===== config.mk =====
export PLATFORM = sky130hd
export DESIGN_NAME = p2er_bank
export DESIGN_NICKNAME = d
export VERILOG_FILES = /design/src/rtl/p2er_pkg.sv /design/src/rtl/p2er_shp_if.sv /design/src/rtl/p2er_bank.sv /design/src/rtl/p2er_shaper.sv
export VERILOG_INCLUDE_DIRS = /design/src /design/src/rtl
export SDC_FILE = /design/constraint.sdc
export NUM_CORES = 1
export LEC_CHECK = 0
export BUFFER_PORTS_ARGS = -buffer_cell sky130_fd_sc_hd__buf_2
export CAP_MARGIN = 20
export CELL_PAD_IN_SITES_DETAIL_PLACEMENT = 0
export CELL_PAD_IN_SITES_GLOBAL_PLACEMENT = 1
export CORE_MARGIN = 10
export CORE_UTILIZATION = 43
export DETAILED_ROUTE_END_ITERATION = 12
export PLACE_DENSITY_LB_ADDON = 0.3
export RECOVER_POWER = 50
export SYNTH_ARGS = -nofsm -noshare
export SYNTH_HDL_FRONTEND = slang
export SYNTH_SLANG_ARGS = --single-unit

===== constraint.sdc =====
create_clock -name clk_sys -period 6.8 [get_ports clk_sys]
set_input_delay 1.36 -clock clk_sys [delete_from_list [all_inputs] [get_ports clk_sys]]
set_output_delay 1.36 -clock clk_sys [all_outputs]
set_load 0.02 [all_outputs]

===== src/rtl/p2er_params.svh =====
/*
  Offsets, field positions, reset values and timing counts of the port 2
  egress rate and PHY special control block.
  Assumes inclusion by bare name from rtl/ and test/ files.
*/
`ifndef P2ER_PARAMS_SVH
`define P2ER_PARAMS_SVH

// ----------------------------------------------------------------------
// Register indices; byte address is four times the index
// ----------------------------------------------------------------------
`define P2ER_IDX_EGRESS    16'h052A
`define P2ER_IDX_PHY       16'h0530
`define P2ER_IDX_ISTAT     16'h0540
`define P2ER_IDX_IMASK     16'h0541
`define P2ER_IDX_CFG       16'h0542

// ----------------------------------------------------------------------
// Field positions
// ----------------------------------------------------------------------
`define P2ER_PRIO1_LSB     4
`define P2ER_PRIO0_LSB     0
`define P2ER_NEAR_SHORT    15
`define P2ER_RESULT_LSB    13
`define P2ER_BUSY          12
`define P2ER_FORCE_LINK    11
`define P2ER_POWER_SAVE    10
`define P2ER_LOOPBACK      9
`define P2ER_EV_DONE       0
`define P2ER_EV_FAULT      1
`define P2ER_CFG_MULTIQ    0

// ----------------------------------------------------------------------
// Reset values
// ----------------------------------------------------------------------
`define P2ER_EGRESS_RST    8'h00
`define P2ER_PHY_CTRL_RST  2'b10
`define P2ER_CFG_RST       1'b1

// ----------------------------------------------------------------------
// Timing
// ----------------------------------------------------------------------
`define P2ER_CLK_HZ        10000000
`define P2ER_BITS_PER_BYTE 8
`define P2ER_FAST_CODE_MIN 4'h9

`endif


===== src/rtl/p2er_pkg.sv =====
/*
  Types shared by the egress rate and PHY special control block.
  Assumes nothing beyond a SystemVerilog compiler.
*/
package p2er_pkg;
  typedef logic [3:0]  p2er_rate_t;
  typedef logic [16:0] p2er_kbps_t;
  typedef enum logic [1:0] {
    P2ER_CABLE_NORMAL,
    P2ER_CABLE_OPEN,
    P2ER_CABLE_SHORT,
    P2ER_CABLE_FAILED
  } p2er_cable_e;
endpackage


===== src/rtl/p2er_shp_if.sv =====
/*
  Link between the register bank and one egress queue shaper.
  Assumes both ends run on the same system clock.
*/
`timescale 1ns/10ps
`default_nettype none
interface p2er_shp_if;
  import p2er_pkg::*;
  p2er_rate_t effCode;
  logic       byteSent;
  logic       allow;
  p2er_kbps_t rateKbps;
  modport ctl (output effCode, output byteSent, input allow, input rateKbps);
  modport shp (input effCode, input byteSent, output allow, output rateKbps);
endinterface
`default_nettype wire


===== src/rtl/p2er_bank.sv =====
/*
  Port 2 egress rate register, PHY special control/status register,
  interrupt status/mask and config, on an APB slave; two queue shapers.
  Assumes PHY status inputs and queue strobes come from logic on clk_sys.
*/
// The APB interface to the registers is this design's own decision.
`timescale 1ns/10ps
`default_nettype none
`include "p2er_params.svh"
module p2er_bank #(
  parameter int ADDR_W   = 16,
  parameter int CREDIT_W = 20
) (
  input  wire logic                clk_sys,
  input  wire logic                resetn,
  input  wire logic                psel,
  input  wire logic                penable,
  input  wire logic                pwrite,
  input  wire logic [ADDR_W-1:0]   paddr,
  input  wire logic [31:0]         pwdata,
  output logic      [31:0]         prdata,
  output logic                     pready,
  output logic                     pslverr,
  input  wire logic                linkSpeed100,
  input  wire logic [1:0]          queueByteSent,
  output logic      [1:0]          queueAllow,
  input  wire logic                cableTestBusy,
  input  wire p2er_pkg::p2er_cable_e cableResult,
  input  wire logic                cableShort10,
  input  wire logic [8:0]          cableFaultCount,
  output logic                     forceLinkPass,
  output logic                     powerSaveEn,
  output logic                     remoteLoopback,
  output logic                     irq
);
  import p2er_pkg::*;

  generate
    if (ADDR_W < 13) begin : g_bad_addr
      $error("p2er_bank: ADDR_W cannot reach the register map");
    end
  endgenerate

  // ----------------------------------------------------------------------
  // Address decode
  // ----------------------------------------------------------------------
  localparam logic [ADDR_W-1:0] A_EGRESS = ADDR_W'({`P2ER_IDX_EGRESS, 2'b00});
  localparam logic [ADDR_W-1:0] A_PHY    = ADDR_W'({`P2ER_IDX_PHY, 2'b00});
  localparam logic [ADDR_W-1:0] A_ISTAT  = ADDR_W'({`P2ER_IDX_ISTAT, 2'b00});
  localparam logic [ADDR_W-1:0] A_IMASK  = ADDR_W'({`P2ER_IDX_IMASK, 2'b00});
  localparam logic [ADDR_W-1:0] A_CFG    = ADDR_W'({`P2ER_IDX_CFG, 2'b00});

  logic setup;
  logic wrEn;
  logic hitEgress;
  logic hitPhy;
  logic hitStat;
  logic hitMask;
  logic hitCfg;
  logic hitAny;

  assign setup     = psel && !penable;
  assign wrEn      = psel && penable && pwrite;
  assign hitEgress = (paddr == A_EGRESS);
  assign hitPhy    = (paddr == A_PHY);
  assign hitStat   = (paddr == A_ISTAT);
  assign hitMask   = (paddr == A_IMASK);
  assign hitCfg    = (paddr == A_CFG);
  assign hitAny    = hitEgress || hitPhy || hitStat || hitMask || hitCfg;
  // Read data is registered in setup, so every access ends in one cycle
  assign pready    = 1'b1;

  // ----------------------------------------------------------------------
  // Egress rate register
  // ----------------------------------------------------------------------
  logic [7:0] egressReg;

  always_ff @(posedge clk_sys or negedge resetn) begin
    if (!resetn) begin
      egressReg <= `P2ER_EGRESS_RST;
    end else if (wrEn && hitEgress) begin
      egressReg <= pwdata[7:0];
    end
  end

  // ----------------------------------------------------------------------
  // PHY special control bits
  // ----------------------------------------------------------------------
  logic [1:0] phyCtrl;

  always_ff @(posedge clk_sys or negedge resetn) begin
    if (!resetn) begin
      phyCtrl <= `P2ER_PHY_CTRL_RST;
    end else if (wrEn && hitPhy) begin
      phyCtrl <= {pwdata[`P2ER_POWER_SAVE], pwdata[`P2ER_LOOPBACK]};
    end
  end

  assign powerSaveEn    = !phyCtrl[1];
  assign remoteLoopback = phyCtrl[0];

  // Pulse only; the bit itself is never stored, so it reads back zero
  always_ff @(posedge clk_sys or negedge resetn) begin
    if (!resetn) begin
      forceLinkPass <= 1'b0;
    end else begin
      forceLinkPass <= wrEn && hitPhy && pwdata[`P2ER_FORCE_LINK];
    end
  end

  // ----------------------------------------------------------------------
  // Config register
  // ----------------------------------------------------------------------
  logic multiQueue;

  always_ff @(posedge clk_sys or negedge resetn) begin
    if (!resetn) begin
      multiQueue <= `P2ER_CFG_RST;
    end else if (wrEn && hitCfg) begin
      multiQueue <= pwdata[`P2ER_CFG_MULTIQ];
    end
  end

  // ----------------------------------------------------------------------
  // Cable test events and interrupt
  // ----------------------------------------------------------------------
  logic       busyPrev;
  logic [1:0] events;
  logic [1:0] intStat;
  logic [1:0] intMask;

  always_ff @(posedge clk_sys or negedge resetn) begin
    if (!resetn) begin
      busyPrev <= 1'b0;
    end else begin
      busyPrev <= cableTestBusy;
    end
  end

  assign events[`P2ER_EV_DONE]  = busyPrev && !cableTestBusy;
  assign events[`P2ER_EV_FAULT] = busyPrev && !cableTestBusy
                                  && (cableResult != P2ER_CABLE_NORMAL);

  // A set in the clearing cycle wins over the clear
  always_ff @(posedge clk_sys or negedge resetn) begin
    if (!resetn) begin
      intStat <= 2'b00;
    end else if (wrEn && hitStat) begin
      intStat <= (intStat & ~pwdata[1:0]) | events;
    end else begin
      intStat <= intStat | events;
    end
  end

  always_ff @(posedge clk_sys or negedge resetn) begin
    if (!resetn) begin
      intMask <= 2'b00;
    end else if (wrEn && hitMask) begin
      intMask <= pwdata[1:0];
    end
  end

  assign irq = |(intStat & intMask);

  // ----------------------------------------------------------------------
  // Read data and error
  // ----------------------------------------------------------------------
  logic [31:0] next_prdata;

  always_comb begin
    next_prdata = 32'h0000_0000;
    if (hitEgress) begin
      next_prdata[7:0] = egressReg;
    end else if (hitPhy) begin
      next_prdata[`P2ER_NEAR_SHORT] = cableShort10;
      next_prdata[`P2ER_RESULT_LSB +: 2] = cableResult;
      next_prdata[`P2ER_BUSY] = cableTestBusy;
      next_prdata[`P2ER_POWER_SAVE] = phyCtrl[1];
      next_prdata[`P2ER_LOOPBACK] = phyCtrl[0];
      next_prdata[8:0] = cableFaultCount;
    end else if (hitStat) begin
      next_prdata[1:0] = intStat;
    end else if (hitMask) begin
      next_prdata[1:0] = intMask;
    end else if (hitCfg) begin
      next_prdata[`P2ER_CFG_MULTIQ] = multiQueue;
    end
  end

  always_ff @(posedge clk_sys or negedge resetn) begin
    if (!resetn) begin
      prdata  <= 32'h0000_0000;
      pslverr <= 1'b0;
    end else if (setup) begin
      prdata  <= next_prdata;
      pslverr <= !hitAny;
    end
  end

  // ----------------------------------------------------------------------
  // Effective codes and shapers
  // ----------------------------------------------------------------------
  p2er_shp_if shp0 ();
  p2er_shp_if shp1 ();

  function automatic p2er_rate_t slow_limit(input p2er_rate_t code, input logic fast);
    // Codes of 16 Mbps and up exceed a 10 Mbps port
    if (!fast && code >= `P2ER_FAST_CODE_MIN) begin
      slow_limit = 4'h0;
    end else begin
      slow_limit = code;
    end
  endfunction

  assign shp0.effCode  = slow_limit(egressReg[`P2ER_PRIO0_LSB +: 4], linkSpeed100);
  assign shp1.effCode  = multiQueue
                         ? slow_limit(egressReg[`P2ER_PRIO1_LSB +: 4], linkSpeed100)
                         : 4'h0;
  assign shp0.byteSent = queueByteSent[0];
  assign shp1.byteSent = queueByteSent[1];
  assign queueAllow    = {shp1.allow, shp0.allow};

  p2er_shaper #(.CREDIT_W(CREDIT_W)) u_shp0 (
    .clk_sys (clk_sys),
    .resetn  (resetn),
    .link    (shp0.shp)
  );

  p2er_shaper #(.CREDIT_W(CREDIT_W)) u_shp1 (
    .clk_sys (clk_sys),
    .resetn  (resetn),
    .link    (shp1.shp)
  );
endmodule // p2er_bank
`default_nettype wire


===== src/rtl/p2er_shaper.sv =====
/*
  Credit based shaper for one egress priority queue.
  Assumes the queue sends at most one byte per cycle and pulses byteSent.
*/
`timescale 1ns/10ps
`default_nettype none
`include "p2er_params.svh"
module p2er_shaper #(
  parameter int CREDIT_W = 20
) (
  input wire logic clk_sys,
  input wire logic resetn,
  p2er_shp_if.shp  link
);
  import p2er_pkg::*;

  // ----------------------------------------------------------------------
  // Rate decode and credit constants
  // ----------------------------------------------------------------------
  // Credit is in units of 1e-4 bit; one kbps adds one unit per cycle at 10 MHz
  localparam int COST = `P2ER_BITS_PER_BYTE * (`P2ER_CLK_HZ / 1000);
  localparam int CAP  = 2 * COST;

  generate
    if (CREDIT_W < 20) begin : g_bad_width
      $error("p2er_shaper: CREDIT_W too narrow for byte cost");
    end
  endgenerate

  function automatic p2er_kbps_t rate_of(input p2er_rate_t code);
    case (code)
      4'h1:    rate_of = 17'h0_0040;
      4'h2:    rate_of = 17'h0_0080;
      4'h3:    rate_of = 17'h0_0100;
      4'h4:    rate_of = 17'h0_0200;
      4'h5:    rate_of = 17'h0_03E8;
      4'h6:    rate_of = 17'h0_07D0;
      4'h7:    rate_of = 17'h0_0FA0;
      4'h8:    rate_of = 17'h0_1F40;
      4'h9:    rate_of = 17'h0_3E80;
      4'hA:    rate_of = 17'h0_7D00;
      4'hB:    rate_of = 17'h0_BB80;
      4'hC:    rate_of = 17'h0_FA00;
      4'hD:    rate_of = 17'h1_1940;
      4'hE:    rate_of = 17'h1_3880;
      4'hF:    rate_of = 17'h1_57C0;
      default: rate_of = 17'h0_0000;
    endcase
  endfunction

  // ----------------------------------------------------------------------
  // Credit bucket
  // ----------------------------------------------------------------------
  logic signed [CREDIT_W-1:0] credit;
  logic signed [CREDIT_W:0]   sum;

  assign link.rateKbps = rate_of(link.effCode);

  always_comb begin
    sum = {credit[CREDIT_W-1], credit} + $signed({1'b0, link.rateKbps});
    if (link.byteSent) begin
      sum = sum - $signed((CREDIT_W+1)'(COST));
    end
  end

  // Bounded burst so an idle queue cannot bank unlimited credit
  always_ff @(posedge clk_sys or negedge resetn) begin
    if (!resetn) begin
      credit <= '0;
    end else if (link.rateKbps == '0) begin
      credit <= '0;
    end else if (sum > $signed((CREDIT_W+1)'(CAP))) begin
      credit <= CREDIT_W'(CAP);
    end else begin
      credit <= sum[CREDIT_W-1:0];
    end
  end

  // Stalls the queue instead of dropping its frames
  assign link.allow = (link.rateKbps == '0) || !credit[CREDIT_W-1];
endmodule // p2er_shaper
`default_nettype wire


==> metrics.txt, run 1 <==
# TYPE chip_impl_metric gauge
chip_impl_metric{name="maxClockFrequency",unit="MHz"} 159
chip_impl_metric{name="synth_enable_flop_cells",unit=""} 0
chip_impl_metric{name="placementRows",unit=""} 44
chip_impl_info{name="cts-root-buf",value="clkbuf_16"} 1
chip_impl_metric{name="core_region_area",unit="mm²"} 0.0147
chip_impl_metric{name="first_global_vias",unit=""} 5763
chip_impl_info{name="yosys.cell_count.top_type",value="nand2_1"} 1
chip_impl_info{name="result_of_the_run",value="finished with violations"} 1
chip_impl_metric{name="drt_iter0_drc",unit=""} 460
chip_impl_metric{name="via_per_instance_ratio",unit=""} 5.86
chip_impl_metric{name="post_route_cells_drive_above_1_share",unit=""} 0.163
chip_impl_metric{name="fill_cells",unit=""} 1472
chip_impl_info{name="path_cells",value="buf_2 -> o31a_1 -> and2_1 -> inv_1 -> ha_1 -> and3_1 -> ha_1 -> fa_1 -> a211o_1 -> o21ai_0 -> xor2_1 -> ha_1 -> inv_1 -> nor4_1 -> o21ai_0 -> nand3_1 -> a41oi_2 -> mux2i_1 -> xnor2_1 -> o41a_4 -> nor2_1"} 1
chip_impl_metric{name="diodes",unit=""} 0
chip_impl_metric{name="fin_skew",unit="ns"} 0.00473
chip_impl_metric{name="ctsHoldBuffers",unit=""} 0
chip_impl_metric{name="worst_setup_hold_path_clk_slew",unit="ns"} 0.06
chip_impl_metric{name="dr.pass1.iters",unit=""} 5
chip_impl_metric{name="finalCriticalPeriod",unit="ns"} 6.30
chip_impl_metric{name="fp.dieH",unit="µm"} 143
chip_impl_metric{name="die_w",unit="µm"} 143
chip_impl_metric{name="critical_path.n_buffers_inverters",unit=""} 3
chip_impl_metric{name="netlist_area",unit="mm²"} 0.00652
chip_impl_info{name="category_of_cells_accounting_for_the_largest_share_of_critical_path_delay",value="compound AO/OA/AOI/OAI gates"} 1
chip_impl_metric{name="total_power",unit="µW"} 956
chip_impl_info{name="synthTopCellsByArea",value="dfrtp_1 (25%), ha_1 (8.8%), nand2_1 (4.5%)"} 1
chip_impl_info{name="worstSetupEndpointType",value="register"} 1
chip_impl_info{name="hold_path_class",value="reg -> reg"} 1
chip_impl_metric{name="wl_per_cell",unit="µm"} 17.0
chip_impl_metric{name="yosys.area.top_type_share",unit=""} 0.249
chip_impl_metric{name="critical_path.max_stage_delay",unit="ns"} 0.52
chip_impl_info{name="synth_commonest_cells",value="nand2_1 (78), dfrtp_1 (65), nor2_1 (57)"} 1
chip_impl_metric{name="globalRouteOverflowTotal",unit=""} 0
chip_impl_metric{name="grt_start_max_net_pins",unit=""} 68
chip_impl_metric{name="grt_first_pass_wirelength",unit="µm"} 28600
chip_impl_metric{name="grt_antenna_before_repair",unit=""} 0
chip_impl_metric{name="drt_drc_violations_left",unit=""} 0
chip_impl_info{name="grt_setup_unrepaired",value="false"} 1
chip_impl_metric{name="io-pin-count",unit=""} 109
chip_impl_metric{name="dr_total_vias",unit=""} 6001
chip_impl_info{name="netlist.top_cell.by_area",value="dfrtp_1"} 1
chip_impl_metric{name="peakVddDrop",unit="µV"} 127
chip_impl_metric{name="report.final.slew_viol_count",unit=""} 68
chip_impl_metric{name="final_area",unit="mm²"} 0.00730
chip_impl_metric{name="cts_max_level",unit=""} 3
chip_impl_metric{name="layout.nets",unit=""} 952
chip_impl_metric{name="floorplan.initialDensity",unit=""} 0.444
chip_impl_metric{name="num_cts_buffers",unit=""} 9
chip_impl_metric{name="multiInputGateArea",unit="mm²"} 0.00448
chip_impl_metric{name="detailed_place_hpwl",unit="µm"} 13500
chip_impl_info{name="failed_checks",value="capacitance limit, slew limit"} 1
chip_impl_metric{name="max-cap-violations",unit=""} 1
chip_impl_info{name="start_kind",value="input port"} 1
chip_impl_metric{name="slew-limit-headroom",unit=""} -1.50
chip_impl_metric{name="leakagePower",unit="µW"} 0.00353
chip_impl_metric{name="synth.yosys.seq_area_share",unit=""} 0.257
chip_impl_metric{name="place.port_buffers",unit=""} 69
chip_impl_metric{name="area.sequential",unit="mm²"} 0.00168
chip_impl_metric{name="placement.cell_area",unit="mm²"} 0.00699
chip_impl_info{name="tritoncts",value="built"} 1
chip_impl_metric{name="setup_violations",unit=""} 0
chip_impl_metric{name="clock_net_sink_count",unit=""} 67
chip_impl_metric{name="cts.path.max_buffers",unit=""} 2
chip_impl_metric{name="min_period_over_period",unit=""} 0.926
chip_impl_metric{name="cts-resized-gates",unit=""} 0
chip_impl_metric{name="die_ar",unit="mm²"} 0.0205
chip_impl_metric{name="async_reset_ff_frac",unit=""} 1.00
chip_impl_metric{name="cts_setup_buffers",unit=""} 0
chip_impl_metric{name="synth_cell_type_count",unit=""} 94
chip_impl_metric{name="worst_ep_arrival_time",unit="ns"} 6.54
chip_impl_metric{name="final_antenna_net_count",unit=""} 0
chip_impl_metric{name="path_max_fanout",unit=""} 9
chip_impl_metric{name="finalWeightedCongestion",unit=""} 0.888
chip_impl_metric{name="clkLatencyLatePin",unit="ns"} 0.33
chip_impl_metric{name="power_density",unit="mW/mm²"} 131
chip_impl_metric{name="postSynthRegisterBits",unit=""} 67
chip_impl_info{name="crit_path_frequent_cell",value="ha_1"} 1
chip_impl_metric{name="synthToLayoutAreaGrowth",unit="%"} 11.9
chip_impl_metric{name="synthesis.area_per_instance",unit="µm²"} 8.43
chip_impl_metric{name="synth.yosys.warnings",unit=""} 0
chip_impl_metric{name="cell_count_after_synthesis",unit=""} 774
chip_impl_info{name="slowest_stage",value="o41a_4"} 1
chip_impl_info{name="setup.worst_path.class",value="in -> reg"} 1
chip_impl_info{name="primary_ff_master_synth",value="dfrtp_1"} 1
chip_impl_metric{name="global_route.usage.total",unit=""} 0.167
chip_impl_metric{name="hold_viol_final",unit=""} 0
chip_impl_metric{name="crit_required",unit="ns"} 7.05
chip_impl_metric{name="routed_wl",unit="µm"} 17400
chip_impl_metric{name="finalSetupTns",unit="ns"} 0
chip_impl_metric{name="worst-slew-pin-transition",unit="ns"} 3.75
==> layer usage <==
| layer | routed length [µm] | GRT usage | up-vias | share of wire |
|---|---|---|---|---|
| li1 | - | - | 2935 | - |
| met1 | 8380 | 0.227 | 2890 | 0.48 |
| met2 | 7970 | 0.271 | 162 | 0.46 |
| met3 | 871 | 0.0312 | 14 | 0.050 |
| met4 | 149 | 0.0304 | 0 | 0.0086 |
| met5 | 0 | 0 | - | 0 |
==> flip-flops by register name (all words and copies together) (netlist names) <==
signal / flops
busyPrev: 1
egressReg: 8
forceLinkPass: 1
intMask: 2
intStat: 2
multiQueue: 1
phyCtrl: 2
prdata: 15
pslverr: 1
u_shp0.credit: 17
u_shp1.credit: 17
==> cell type report <==
| type | instances | area share |
|---|---|---|
| Timing Repair Buffer | 88 | 0.0662 |
| Clock buffer | 10 | 0.0328 |
| Sequential cell | 67 | 0.230 |
| Inverter | 29 | 0.0149 |
| Clock inverter | 6 | 0.00995 |
| Multi-Input combinational cell | 640 | 0.615 |
| Tap cell | 184 | 0.0316 |
==> power by group <==
part           internal, µW  total [µW]  switching (µW)
Sequential              400         400           0.492
Combinational          24.3        72.6            48.2
Clock                   297         483             186
Total                   721         956             235
==> kinds of logic after synthesis <==
| group | after synthesis | share of synthesized area |
|---|---|---|
| buf+inv | 83 | 0.0644 |
| other cells | 2 | 0.00115 |
| simple gates | 278 | 0.227 |
| compound gates | 227 | 0.255 |
| xor+xnor | 47 | 0.0652 |
| mux | 22 | 0.0359 |
| flops | 67 | 0.257 |
| fa+ha+maj | 48 | 0.0944 |
==> metrics by stage <==
stage | cells | setup WS (ns) | util | hold slack (ns)
finish | 1024 | 0.505 | 0.496 | 0.479
CTS | 1022 | 0.551 | 0.497 | 0.480
detailed placement | 1006 | 0.262 | 0.475 | 0.466
global route | 1024 | 0.168 | 0.496 | 0.516
floorplan | 790 | 0.962 | - | 0.468
global placement | 1006 | 0.317 | 0.475 | 0.458
==> worst min-delay path: cells and delay by family, from the launching register on <==
family	cells	cell delay (ns)
DFF	1	0.34
AOI/OAI and AO/OA	1	0.06
and+or+nand+nor	1	0.04
==> worst paths after layout <==
| check | slack, ns | to | startpoint | depth (start not counted) |
|---|---|---|---|---|
| max in group asynchronous | 2.27 | u_shp1.credit[9] | resetn | 2 |
| min reg2reg | 0.48 | prdata[2] | prdata[2] | 2 |
| min in group asynchronous | 2.41 | prdata[10] | resetn | 2 |
| max reg2reg | 0.92 | u_shp1.credit[11] | egressReg[7] | 21 |
| min | 0.48 | prdata[2] | prdata[2] | 2 |
| max | 0.50 | u_shp1.credit[11] | linkSpeed100 | 21 |
==> cells in the final DEF, fill, tap and decap left out, types with 10 or more instances in the layout <==
master | Yosys | routed
a211oi_1 | 10 | 10
a21o_1 | 17 | 17
a21oi_1 | 31 | 31
a22oi_1 | 10 | 10
a31oi_1 | 12 | 12
and2_1 | 16 | 16
and3_1 | 13 | 13
buf_2 | 13 | 58
buf_4 | 20 | 16
clkbuf_1 | 17 | 12
conb_1 | 2 | 18
dfrtp_1 | 65 | 65
ha_1 | 46 | 46
inv_1 | 28 | 28
mux2_2 | 11 | 11
mux2i_1 | 11 | 11
nand2_1 | 78 | 78
nand3_1 | 14 | 14
nand4_1 | 12 | 12
nor2_1 | 57 | 57
nor3_1 | 24 | 24
o21a_1 | 11 | 11
o21ai_0 | 49 | 49
xnor2_1 | 30 | 30
xor2_1 | 16 | 16
No activity file was read; power rests on OpenSTA's default activity.
==> run 2, diff against run 1 <==
- CORE_UTILIZATION: 43 -> 47
- CTS_BUF_LIST: not set -> sky130_fd_sc_hd__clkbuf_16
- clock period: 6.8 -> 7.72 ns (I/O delays scaled with it)
==> run 2 against run 1 <==
- the flow still finishes with violations (capacitance limit, slew limit)
- register-to-register slack improved by 0.62 ns
- wire length up 0.21%
- sequential power down 12%
- first-iteration DRC count rose by 34%
- worst hold slack worse by 0.0033 ns
- clock power decreased by 11%
- power down 12%
- core utilization grew 3.8 points
- cell count fell by 2.2%
- sequential cell count did not move
==> metrics.txt, run 2 (synthesis gave the netlist of run 1 again) <==
# TYPE chip_impl_metric gauge
chip_impl_metric{name="grt_antenna_before_repair",unit=""} 0
chip_impl_metric{name="gr-usage-met3",unit=""} 0.0328
chip_impl_metric{name="routed_wl",unit="µm"} 17400
chip_impl_metric{name="power.net_switching",unit="µW"} 218
chip_impl_metric{name="final_area",unit="mm²"} 0.00716
chip_impl_metric{name="hold_viol_final",unit=""} 0
chip_impl_metric{name="finalWeightedCongestion",unit=""} 0.886
chip_impl_metric{name="report.final.slew_viol_count",unit=""} 68
chip_impl_metric{name="crit_required",unit="ns"} 8.00
chip_impl_metric{name="internal_power",unit="µW"} 627
chip_impl_metric{name="finalCriticalPeriod",unit="ns"} 7.10
chip_impl_metric{name="clock_net_sink_count",unit=""} 67
chip_impl_metric{name="first_global_vias",unit=""} 5684
chip_impl_metric{name="setup_violations",unit=""} 0
chip_impl_metric{name="critical_path.n_buffers_inverters",unit=""} 4
chip_impl_metric{name="grt_start_max_net_pins",unit=""} 68
chip_impl_metric{name="floorplan.initialDensity",unit=""} 0.487
chip_impl_metric{name="max-cap-violations",unit=""} 1
chip_impl_metric{name="layout.nets",unit=""} 937
chip_impl_metric{name="seqPwrFrac",unit=""} 0.417
chip_impl_metric{name="finalSetupTns",unit="ns"} 0
chip_impl_info{name="grt_setup_unrepaired",value="false"} 1
chip_impl_metric{name="final_antenna_net_count",unit=""} 0
chip_impl_info{name="tritoncts",value="built"} 1
chip_impl_info{name="most_common_library_cell_in_the_layout_ignoring_fill_and_taps",value="nand2_1"} 1
chip_impl_metric{name="cts_max_level",unit=""} 3
chip_impl_info{name="worstSetupEndpointType",value="register"} 1
chip_impl_metric{name="dr.pass1.iters",unit=""} 5
chip_impl_metric{name="worst-slew-pin-transition",unit="ns"} 3.76
chip_impl_metric{name="globalRouteOverflowTotal",unit=""} 0
chip_impl_metric{name="ctsHoldBuffers",unit=""} 0
chip_impl_metric{name="wl_per_cell",unit="µm"} 17.4
chip_impl_metric{name="via_per_instance_ratio",unit=""} 5.97
chip_impl_metric{name="cts_setup_buffers",unit=""} 0
chip_impl_metric{name="maxClockFrequency",unit="MHz"} 141
chip_impl_metric{name="dr_total_vias",unit=""} 5975
chip_impl_metric{name="netSwitchingFraction",unit=""} 0.258
chip_impl_metric{name="post_route_cells_drive_above_1_share",unit=""} 0.148
chip_impl_metric{name="detailed_place_hpwl",unit="µm"} 13300
chip_impl_metric{name="core_region_area",unit="mm²"} 0.0134
chip_impl_metric{name="placement.cell_area",unit="mm²"} 0.00686
chip_impl_info{name="largest_registers",value="u_shp0.credit: 17 flops, u_shp1.credit: 17 flops, prdata: 15 flops"} 1
chip_impl_info{name="cts-root-buf",value="clkbuf_16"} 1
chip_impl_metric{name="drt_iter0_drc",unit=""} 615
chip_impl_metric{name="pwr-share-comb",unit=""} 0.073
chip_impl_info{name="top_usage_layer",value="met2"} 1
chip_impl_metric{name="grt_first_pass_wirelength",unit="µm"} 28400
chip_impl_metric{name="power_density",unit="mW/mm²"} 118
chip_impl_info{name="category_of_cells_accounting_for_the_largest_share_of_critical_path_delay",value="simple AND/OR/NAND/NOR gates"} 1
chip_impl_metric{name="groute.layer.met2.usage",unit=""} 0.303
chip_impl_metric{name="clkLatencyLatePin",unit="ns"} 0.34
chip_impl_info{name="slowest_stage",value="and3_1"} 1
chip_impl_metric{name="fin_util",unit=""} 0.534
chip_impl_metric{name="worst_ep_arrival_time",unit="ns"} 7.37
chip_impl_metric{name="num_cts_buffers",unit=""} 9
chip_impl_metric{name="leakagePower",unit="µW"} 0.00345
chip_impl_info{name="layout_common_cells",value="nand2_1 (78), dfrtp_1 (65), buf_2 (59)"} 1
chip_impl_metric{name="fill_cells",unit=""} 1285
chip_impl_metric{name="global_route.usage.total",unit=""} 0.183
chip_impl_info{name="failed_checks",value="capacitance limit, slew limit"} 1
chip_impl_metric{name="critical_path.max_stage_delay",unit="ns"} 0.65
chip_impl_info{name="start_kind",value="input port"} 1
chip_impl_metric{name="diodes",unit=""} 0
chip_impl_info{name="setup.worst_path.class",value="in -> reg"} 1
chip_impl_metric{name="cts.path.max_buffers",unit=""} 2
chip_impl_metric{name="placementRows",unit=""} 42
chip_impl_metric{name="slew-limit-headroom",unit=""} -1.50
chip_impl_metric{name="synthToLayoutAreaGrowth",unit="%"} 9.69
chip_impl_metric{name="path_max_fanout",unit=""} 14
chip_impl_metric{name="fp.dieH",unit="µm"} 138
chip_impl_info{name="path_cells",value="buf_2 -> nand2b_1 -> nand2_1 -> inv_1 -> ha_1 -> nand2_1 -> o21ai_0 -> a21o_1 -> ha_1 -> inv_1 -> and4_1 -> nor4b_2 -> ha_1 -> inv_1 -> o311ai_1 -> o21ai_2 -> nor4b_1 -> o31a_1 -> nand2b_1 -> o211ai_1 -> and3_1 -> o41a_1"} 1
chip_impl_metric{name="min_period_over_period",unit=""} 0.919
chip_impl_metric{name="final.hold.worst_slack",unit="ns"} 0.476
chip_impl_metric{name="drt_drc_violations_left",unit=""} 0
chip_impl_metric{name="die_w",unit="µm"} 138
chip_impl_info{name="hold_path_class",value="reg -> reg"} 1
chip_impl_metric{name="peakVddDrop",unit="µV"} 106
chip_impl_info{name="result_of_the_run",value="finished with violations"} 1
chip_impl_metric{name="clock_power_share",unit=""} 0.510
chip_impl_metric{name="cts-resized-gates",unit=""} 0
chip_impl_metric{name="place.port_buffers",unit=""} 69
chip_impl_metric{name="io-pin-count",unit=""} 109
chip_impl_metric{name="fin_skew",unit="ns"} 0.00675
chip_impl_metric{name="worst_setup_hold_path_clk_slew",unit="ns"} 0.07
chip_impl_metric{name="grt_use_met1",unit=""} 0.244
chip_impl_metric{name="die_ar",unit="mm²"} 0.0190
[run 2: worst register-to-register path: stages, from the launching register on]
cell	delay [ns]
dfrtp_1	0.47
nand2b_1	0.14
nand2_1	0.19
inv_1	0.12
ha_1	0.25
nand2_1	0.09
o21ai_0	0.09
a21o_1	0.20
ha_1	0.53
inv_1	0.10
and4_1	0.20
nor4b_2	0.57
ha_1	0.36
inv_1	0.14
o311ai_1	0.63
o21ai_2	0.23
nor4b_1	0.22
o31a_1	0.29
nand2b_1	0.18
o211ai_1	0.20
and3_1	0.65
o41a_1	0.27
[run 2: metrics by stage]
step	worst slack [ns]	cells	total power, µW
final	0.622	1001	845
after global routing	0.173	1001	875
after CTS	0.788	1000	855
after detailed placement	0.474	984	421
after global placement	0.627	984	419
after floorplan	1.70	790	401
[run 2: power groups by stage]
| stage | Clock [µW] | Combinational, µW | Sequential [µW] |
|---|---|---|---|
| 2_1_floorplan | 0 | 41.3 | 360 |
| 3_3_place_gp | 0 | 60.4 | 359 |
| 3_5_place_dp | 0 | 61.8 | 359 |
| 4_1_cts | 441 | 62.1 | 352 |
| 5_1_grt | 455 | 67.9 | 352 |
| 6_report | 431 | 61.6 | 353 |
[run 2: worst paths after layout]
path                                    from                 to  slack (ns)  depth (start not counted)
min in group asynchronous             resetn      forceLinkPass        2.61                          2
worst max-delay path            linkSpeed100  u_shp0.credit[12]        0.62                         22
max in group asynchronous             resetn   u_shp0.credit[9]        3.02                          2
worst max register to register  egressReg[3]  u_shp0.credit[12]        1.54                         21
worst min-delay path              prdata[12]         prdata[12]        0.48                          2
worst min register to register    prdata[12]         prdata[12]        0.48                          2
[run 2: cell type report]
class                   count  area (µm²)  share of cell area
multi-input cells         640        4480               0.627
well taps                 176         220              0.0308
inverters                  29         109              0.0152
clock inverters             7        82.6              0.0115
clock buffers               9         225              0.0315
flip-flops and latches     67        1680               0.235
repair buffers             73         355              0.0497
[run 2: per-layer routing]
metal,vias up,part of all wire
met5,-,0
met4,0,0.0092
met3,16,0.064
met2,185,0.47
met1,2867,0.45
li1,2907,-
==> run 3, diff against run 2 <==
- SYNTH_HIERARCHICAL: not set -> 1
==> run 3 against run 2 <==
- the flow still finishes with violations (capacitance limit, slew limit)
- area after synthesis grew 0.33%
- combinational power grew 4.9%
- global-route usage shrank 1.7 points
- sequential share of layout area shrank 0.065 points
- sequential cell count is the same
- first-iteration DRC count shrank 41%
- cell area grew 0.28%
- cell count shrank 3.5%
- worst hold slack lost 0.010 ns
- sequential power is essentially flat
- critical path depth shrank 3
- power shrank 7.7%
==> metrics.txt, run 3 <==
# TYPE chip_impl_metric gauge
chip_impl_info{name="result_of_the_run",value="finished with violations"} 1
chip_impl_info{name="failed_checks",value="capacitance limit, slew limit"} 1
chip_impl_metric{name="synthToLayoutAreaGrowth",unit="%"} 9.63
chip_impl_info{name="top_usage_layer",value="met2"} 1
chip_impl_metric{name="global_route.usage.total",unit=""} 0.166
chip_impl_info{name="worstSetupEndpointType",value="register"} 1
chip_impl_metric{name="grt_start_max_net_pins",unit=""} 68
chip_impl_metric{name="layout.nets",unit=""} 900
chip_impl_info{name="crit_path_frequent_cell",value="o21ai_0"} 1
chip_impl_metric{name="netSwitchingFraction",unit=""} 0.247
chip_impl_metric{name="worst_ep_arrival_time",unit="ns"} 7.31
chip_impl_metric{name="finalWeightedCongestion",unit=""} 0.896
chip_impl_metric{name="ctsHoldBuffers",unit=""} 0
chip_impl_metric{name="placementRows",unit=""} 43
chip_impl_metric{name="cts.path.max_buffers",unit=""} 2
chip_impl_info{name="cts-root-buf",value="clkbuf_16"} 1
chip_impl_metric{name="post_route_cells_drive_above_1_share",unit=""} 0.183
chip_impl_metric{name="cts-resized-gates",unit=""} 0
chip_impl_metric{name="power_density",unit="mW/mm²"} 109
chip_impl_metric{name="hold_viol_final",unit=""} 0
chip_impl_metric{name="slew-limit-headroom",unit=""} -1.39
chip_impl_metric{name="timing.final.ws_setup",unit="ns"} 0.665
chip_impl_info{name="slowest_stage",value="o31ai_2"} 1
chip_impl_metric{name="drt_drc_violations_left",unit=""} 0
chip_impl_metric{name="clock_power_share",unit=""} 0.465
chip_impl_metric{name="io-pin-count",unit=""} 109
chip_impl_metric{name="gr-usage-met3",unit=""} 0.0236
chip_impl_metric{name="max-cap-violations",unit=""} 1
chip_impl_info{name="most_common_library_cell_in_the_layout_ignoring_fill_and_taps",value="dfrtp_1"} 1
chip_impl_metric{name="dr_total_vias",unit=""} 5559
chip_impl_metric{name="setup_violations",unit=""} 0
chip_impl_metric{name="netlist_area",unit="mm²"} 0.00655
chip_impl_metric{name="seqPwrFrac",unit=""} 0.452
chip_impl_metric{name="final_antenna_net_count",unit=""} 0
chip_impl_metric{name="critical_path.max_stage_delay",unit="ns"} 0.89
chip_impl_metric{name="via_per_instance_ratio",unit=""} 5.75
chip_impl_metric{name="detailedPlace.worstSlack",unit="ns"} 0.384
chip_impl_metric{name="die_w",unit="µm"} 138
chip_impl_info{name="path_cells",value="buf_2 -> o21ai_0 -> nor2_1 -> inv_1 -> ha_1 -> mux4_2 -> ha_1 -> o211ai_1 -> o21a_1 -> xor2_1 -> ha_1 -> o21ai_0 -> mux2i_1 -> o21ai_0 -> a311oi_2 -> o21ai_0 -> xor2_1 -> o31ai_2 -> o21a_1"} 1
chip_impl_metric{name="cell_count_after_synthesis",unit=""} 731
chip_impl_metric{name="place.port_buffers",unit=""} 69
chip_impl_metric{name="detailed_place_hpwl",unit="µm"} 12800
chip_impl_metric{name="num_cts_buffers",unit=""} 9
chip_impl_metric{name="core_region_area",unit="mm²"} 0.0138
chip_impl_metric{name="floorplan.initialDensity",unit=""} 0.475
chip_impl_metric{name="r2r.worst_path.cells",unit=""} 18
chip_impl_metric{name="diodes",unit=""} 0
chip_impl_metric{name="dr.pass1.iters",unit=""} 5
chip_impl_metric{name="cts_max_level",unit=""} 3
chip_impl_metric{name="worst_setup_hold_path_clk_slew",unit="ns"} 0.06
chip_impl_metric{name="cts_setup_buffers",unit=""} 0
chip_impl_metric{name="crit_required",unit="ns"} 7.98
chip_impl_metric{name="first_global_vias",unit=""} 5679
chip_impl_info{name="setup.worst_path.class",value="in -> reg"} 1
chip_impl_metric{name="grt_antenna_before_repair",unit=""} 0
chip_impl_metric{name="path_max_fanout",unit=""} 13
chip_impl_metric{name="wl_per_cell",unit="µm"} 16.9
chip_impl_metric{name="min_period_over_period",unit=""} 0.914
chip_impl_info{name="hold_path_class",value="reg -> reg"} 1
chip_impl_metric{name="maxClockFrequency",unit="MHz"} 142
chip_impl_metric{name="synth.yosys.warnings",unit=""} 6
chip_impl_metric{name="fp.dieH",unit="µm"} 138
chip_impl_metric{name="leakagePower",unit="µW"} 0.00320
chip_impl_info{name="tritoncts",value="built"} 1
chip_impl_metric{name="die_ar",unit="mm²"} 0.0190
chip_impl_metric{name="routed_wl",unit="µm"} 16300
chip_impl_metric{name="power.net_switching",unit="µW"} 192
chip_impl_info{name="start_kind",value="input port"} 1
chip_impl_metric{name="synthesis.area_per_instance",unit="µm²"} 8.95
chip_impl_metric{name="pwr-share-comb",unit=""} 0.083
chip_impl_metric{name="peakVddDrop",unit="µV"} 96.0
chip_impl_metric{name="internal_power",unit="µW"} 587
chip_impl_metric{name="fin_skew",unit="ns"} 0.0118
chip_impl_metric{name="finalCriticalPeriod",unit="ns"} 7.05
chip_impl_info{name="grt_setup_unrepaired",value="false"} 1
chip_impl_metric{name="globalRouteOverflowTotal",unit=""} 0
chip_impl_metric{name="worst-slew-pin-transition",unit="ns"} 3.59
chip_impl_metric{name="fill_cells",unit=""} 1326
chip_impl_info{name="layout_common_cells",value="dfrtp_1 (65), nand2_1 (63), buf_2 (58)"} 1
chip_impl_metric{name="hold_depth",unit=""} 2
chip_impl_metric{name="grt_use_met1",unit=""} 0.202
chip_impl_metric{name="groute.layer.met2.usage",unit=""} 0.287
chip_impl_metric{name="report.final.slew_viol_count",unit=""} 68
chip_impl_info{name="largest_registers",value="u_shp0/credit: 17 flops, u_shp1/credit: 17 flops, prdata: 15 flops"} 1
chip_impl_metric{name="clock_net_sink_count",unit=""} 67
chip_impl_metric{name="finalSetupTns",unit="ns"} 0
chip_impl_metric{name="clkLatencyLatePin",unit="ns"} 0.33
chip_impl_metric{name="grt_first_pass_wirelength",unit="µm"} 27500
chip_impl_metric{name="drt_iter0_drc",unit=""} 360
run 3: cell count changes in the layout (fill, tap and decap cells not counted), moves of 5 or more:
cell and delta:
a211oi_1 -6, a21o_1 -7, a21oi_1 +11, a221o_1 +6, a22o_1 +8, a22oi_1 -9
inv_1 +6, nand2_1 -15, nand4_1 -5, nor2_1 -23, nor3_1 +5, o21ai_0 -19
run 3: power by group through the flow:
| stage | Sequential (µW) | Clock, µW | Combinational [µW] |
|---|---|---|---|
| global route | 352 | 390 | 71.7 |
| floorplan | 360 | 0 | 44.0 |
| finish | 353 | 362 | 64.6 |
| detailed placement | 359 | 0 | 65.6 |
| CTS | 353 | 371 | 65.8 |
| global placement | 359 | 0 | 64.4 |
run 3: final cells by class:
cell class | count | area [µm²] | area share
multi-input combinational | 594 | 4500 | 0.628
sequential | 67 | 1680 | 0.234
timing repair buffer | 76 | 380 | 0.0530
clock buffer | 9 | 225 | 0.0314
tap | 180 | 225 | 0.0314
inverter | 33 | 124 | 0.0173
clock inverter | 7 | 38.8 | 0.00541
run 3: per-layer routing:
layer	wire length, µm	vias to the layer above
met2	8080	87
met3	429	28
met5	0	-
met1	7410	2665
met4	416	0
li1	-	2779
run 3: metrics by stage:
| step | hold slack, ns | util | cells | area [µm²] | power [µW] |
|---|---|---|---|---|---|
| final | 0.466 | 0.521 | 966 | 7180 | 780 |
| after CTS | 0.482 | 0.522 | 965 | 7190 | 789 |
| after floorplan | 0.437 | - | 747 | 6610 | 404 |
| after detailed placement | 0.469 | 0.503 | 949 | 6920 | 424 |
| after global routing | 0.495 | 0.521 | 966 | 7180 | 814 |
| after global placement | 0.456 | 0.503 | 949 | 6920 | 423 |
run 3: final timing paths:
| path | slack (ns) | from | to |
|---|---|---|---|
| min | 0.47 | busyPrev | intStat[0] |
| max in group asynchronous | 3.15 | resetn | u_shp0/credit[17] |
| max | 0.67 | linkSpeed100 | u_shp1/credit[13] |
| max reg2reg | 1.47 | multiQueue | u_shp1/credit[13] |
| min in group asynchronous | 2.54 | resetn | prdata[14] |
| min reg2reg | 0.47 | busyPrev | intStat[0] |
run 3: worst max-delay path: cells and delay by family:
kind,cells,cell delay [ns]
AOI/OAI and AO/OA,9,2.78
adders and majority gates,3,1.02
muxes,2,0.76
xor gates and xnor gates,2,0.53
and+or+nand+nor,1,0.37
buffers and inverters,2,0.31
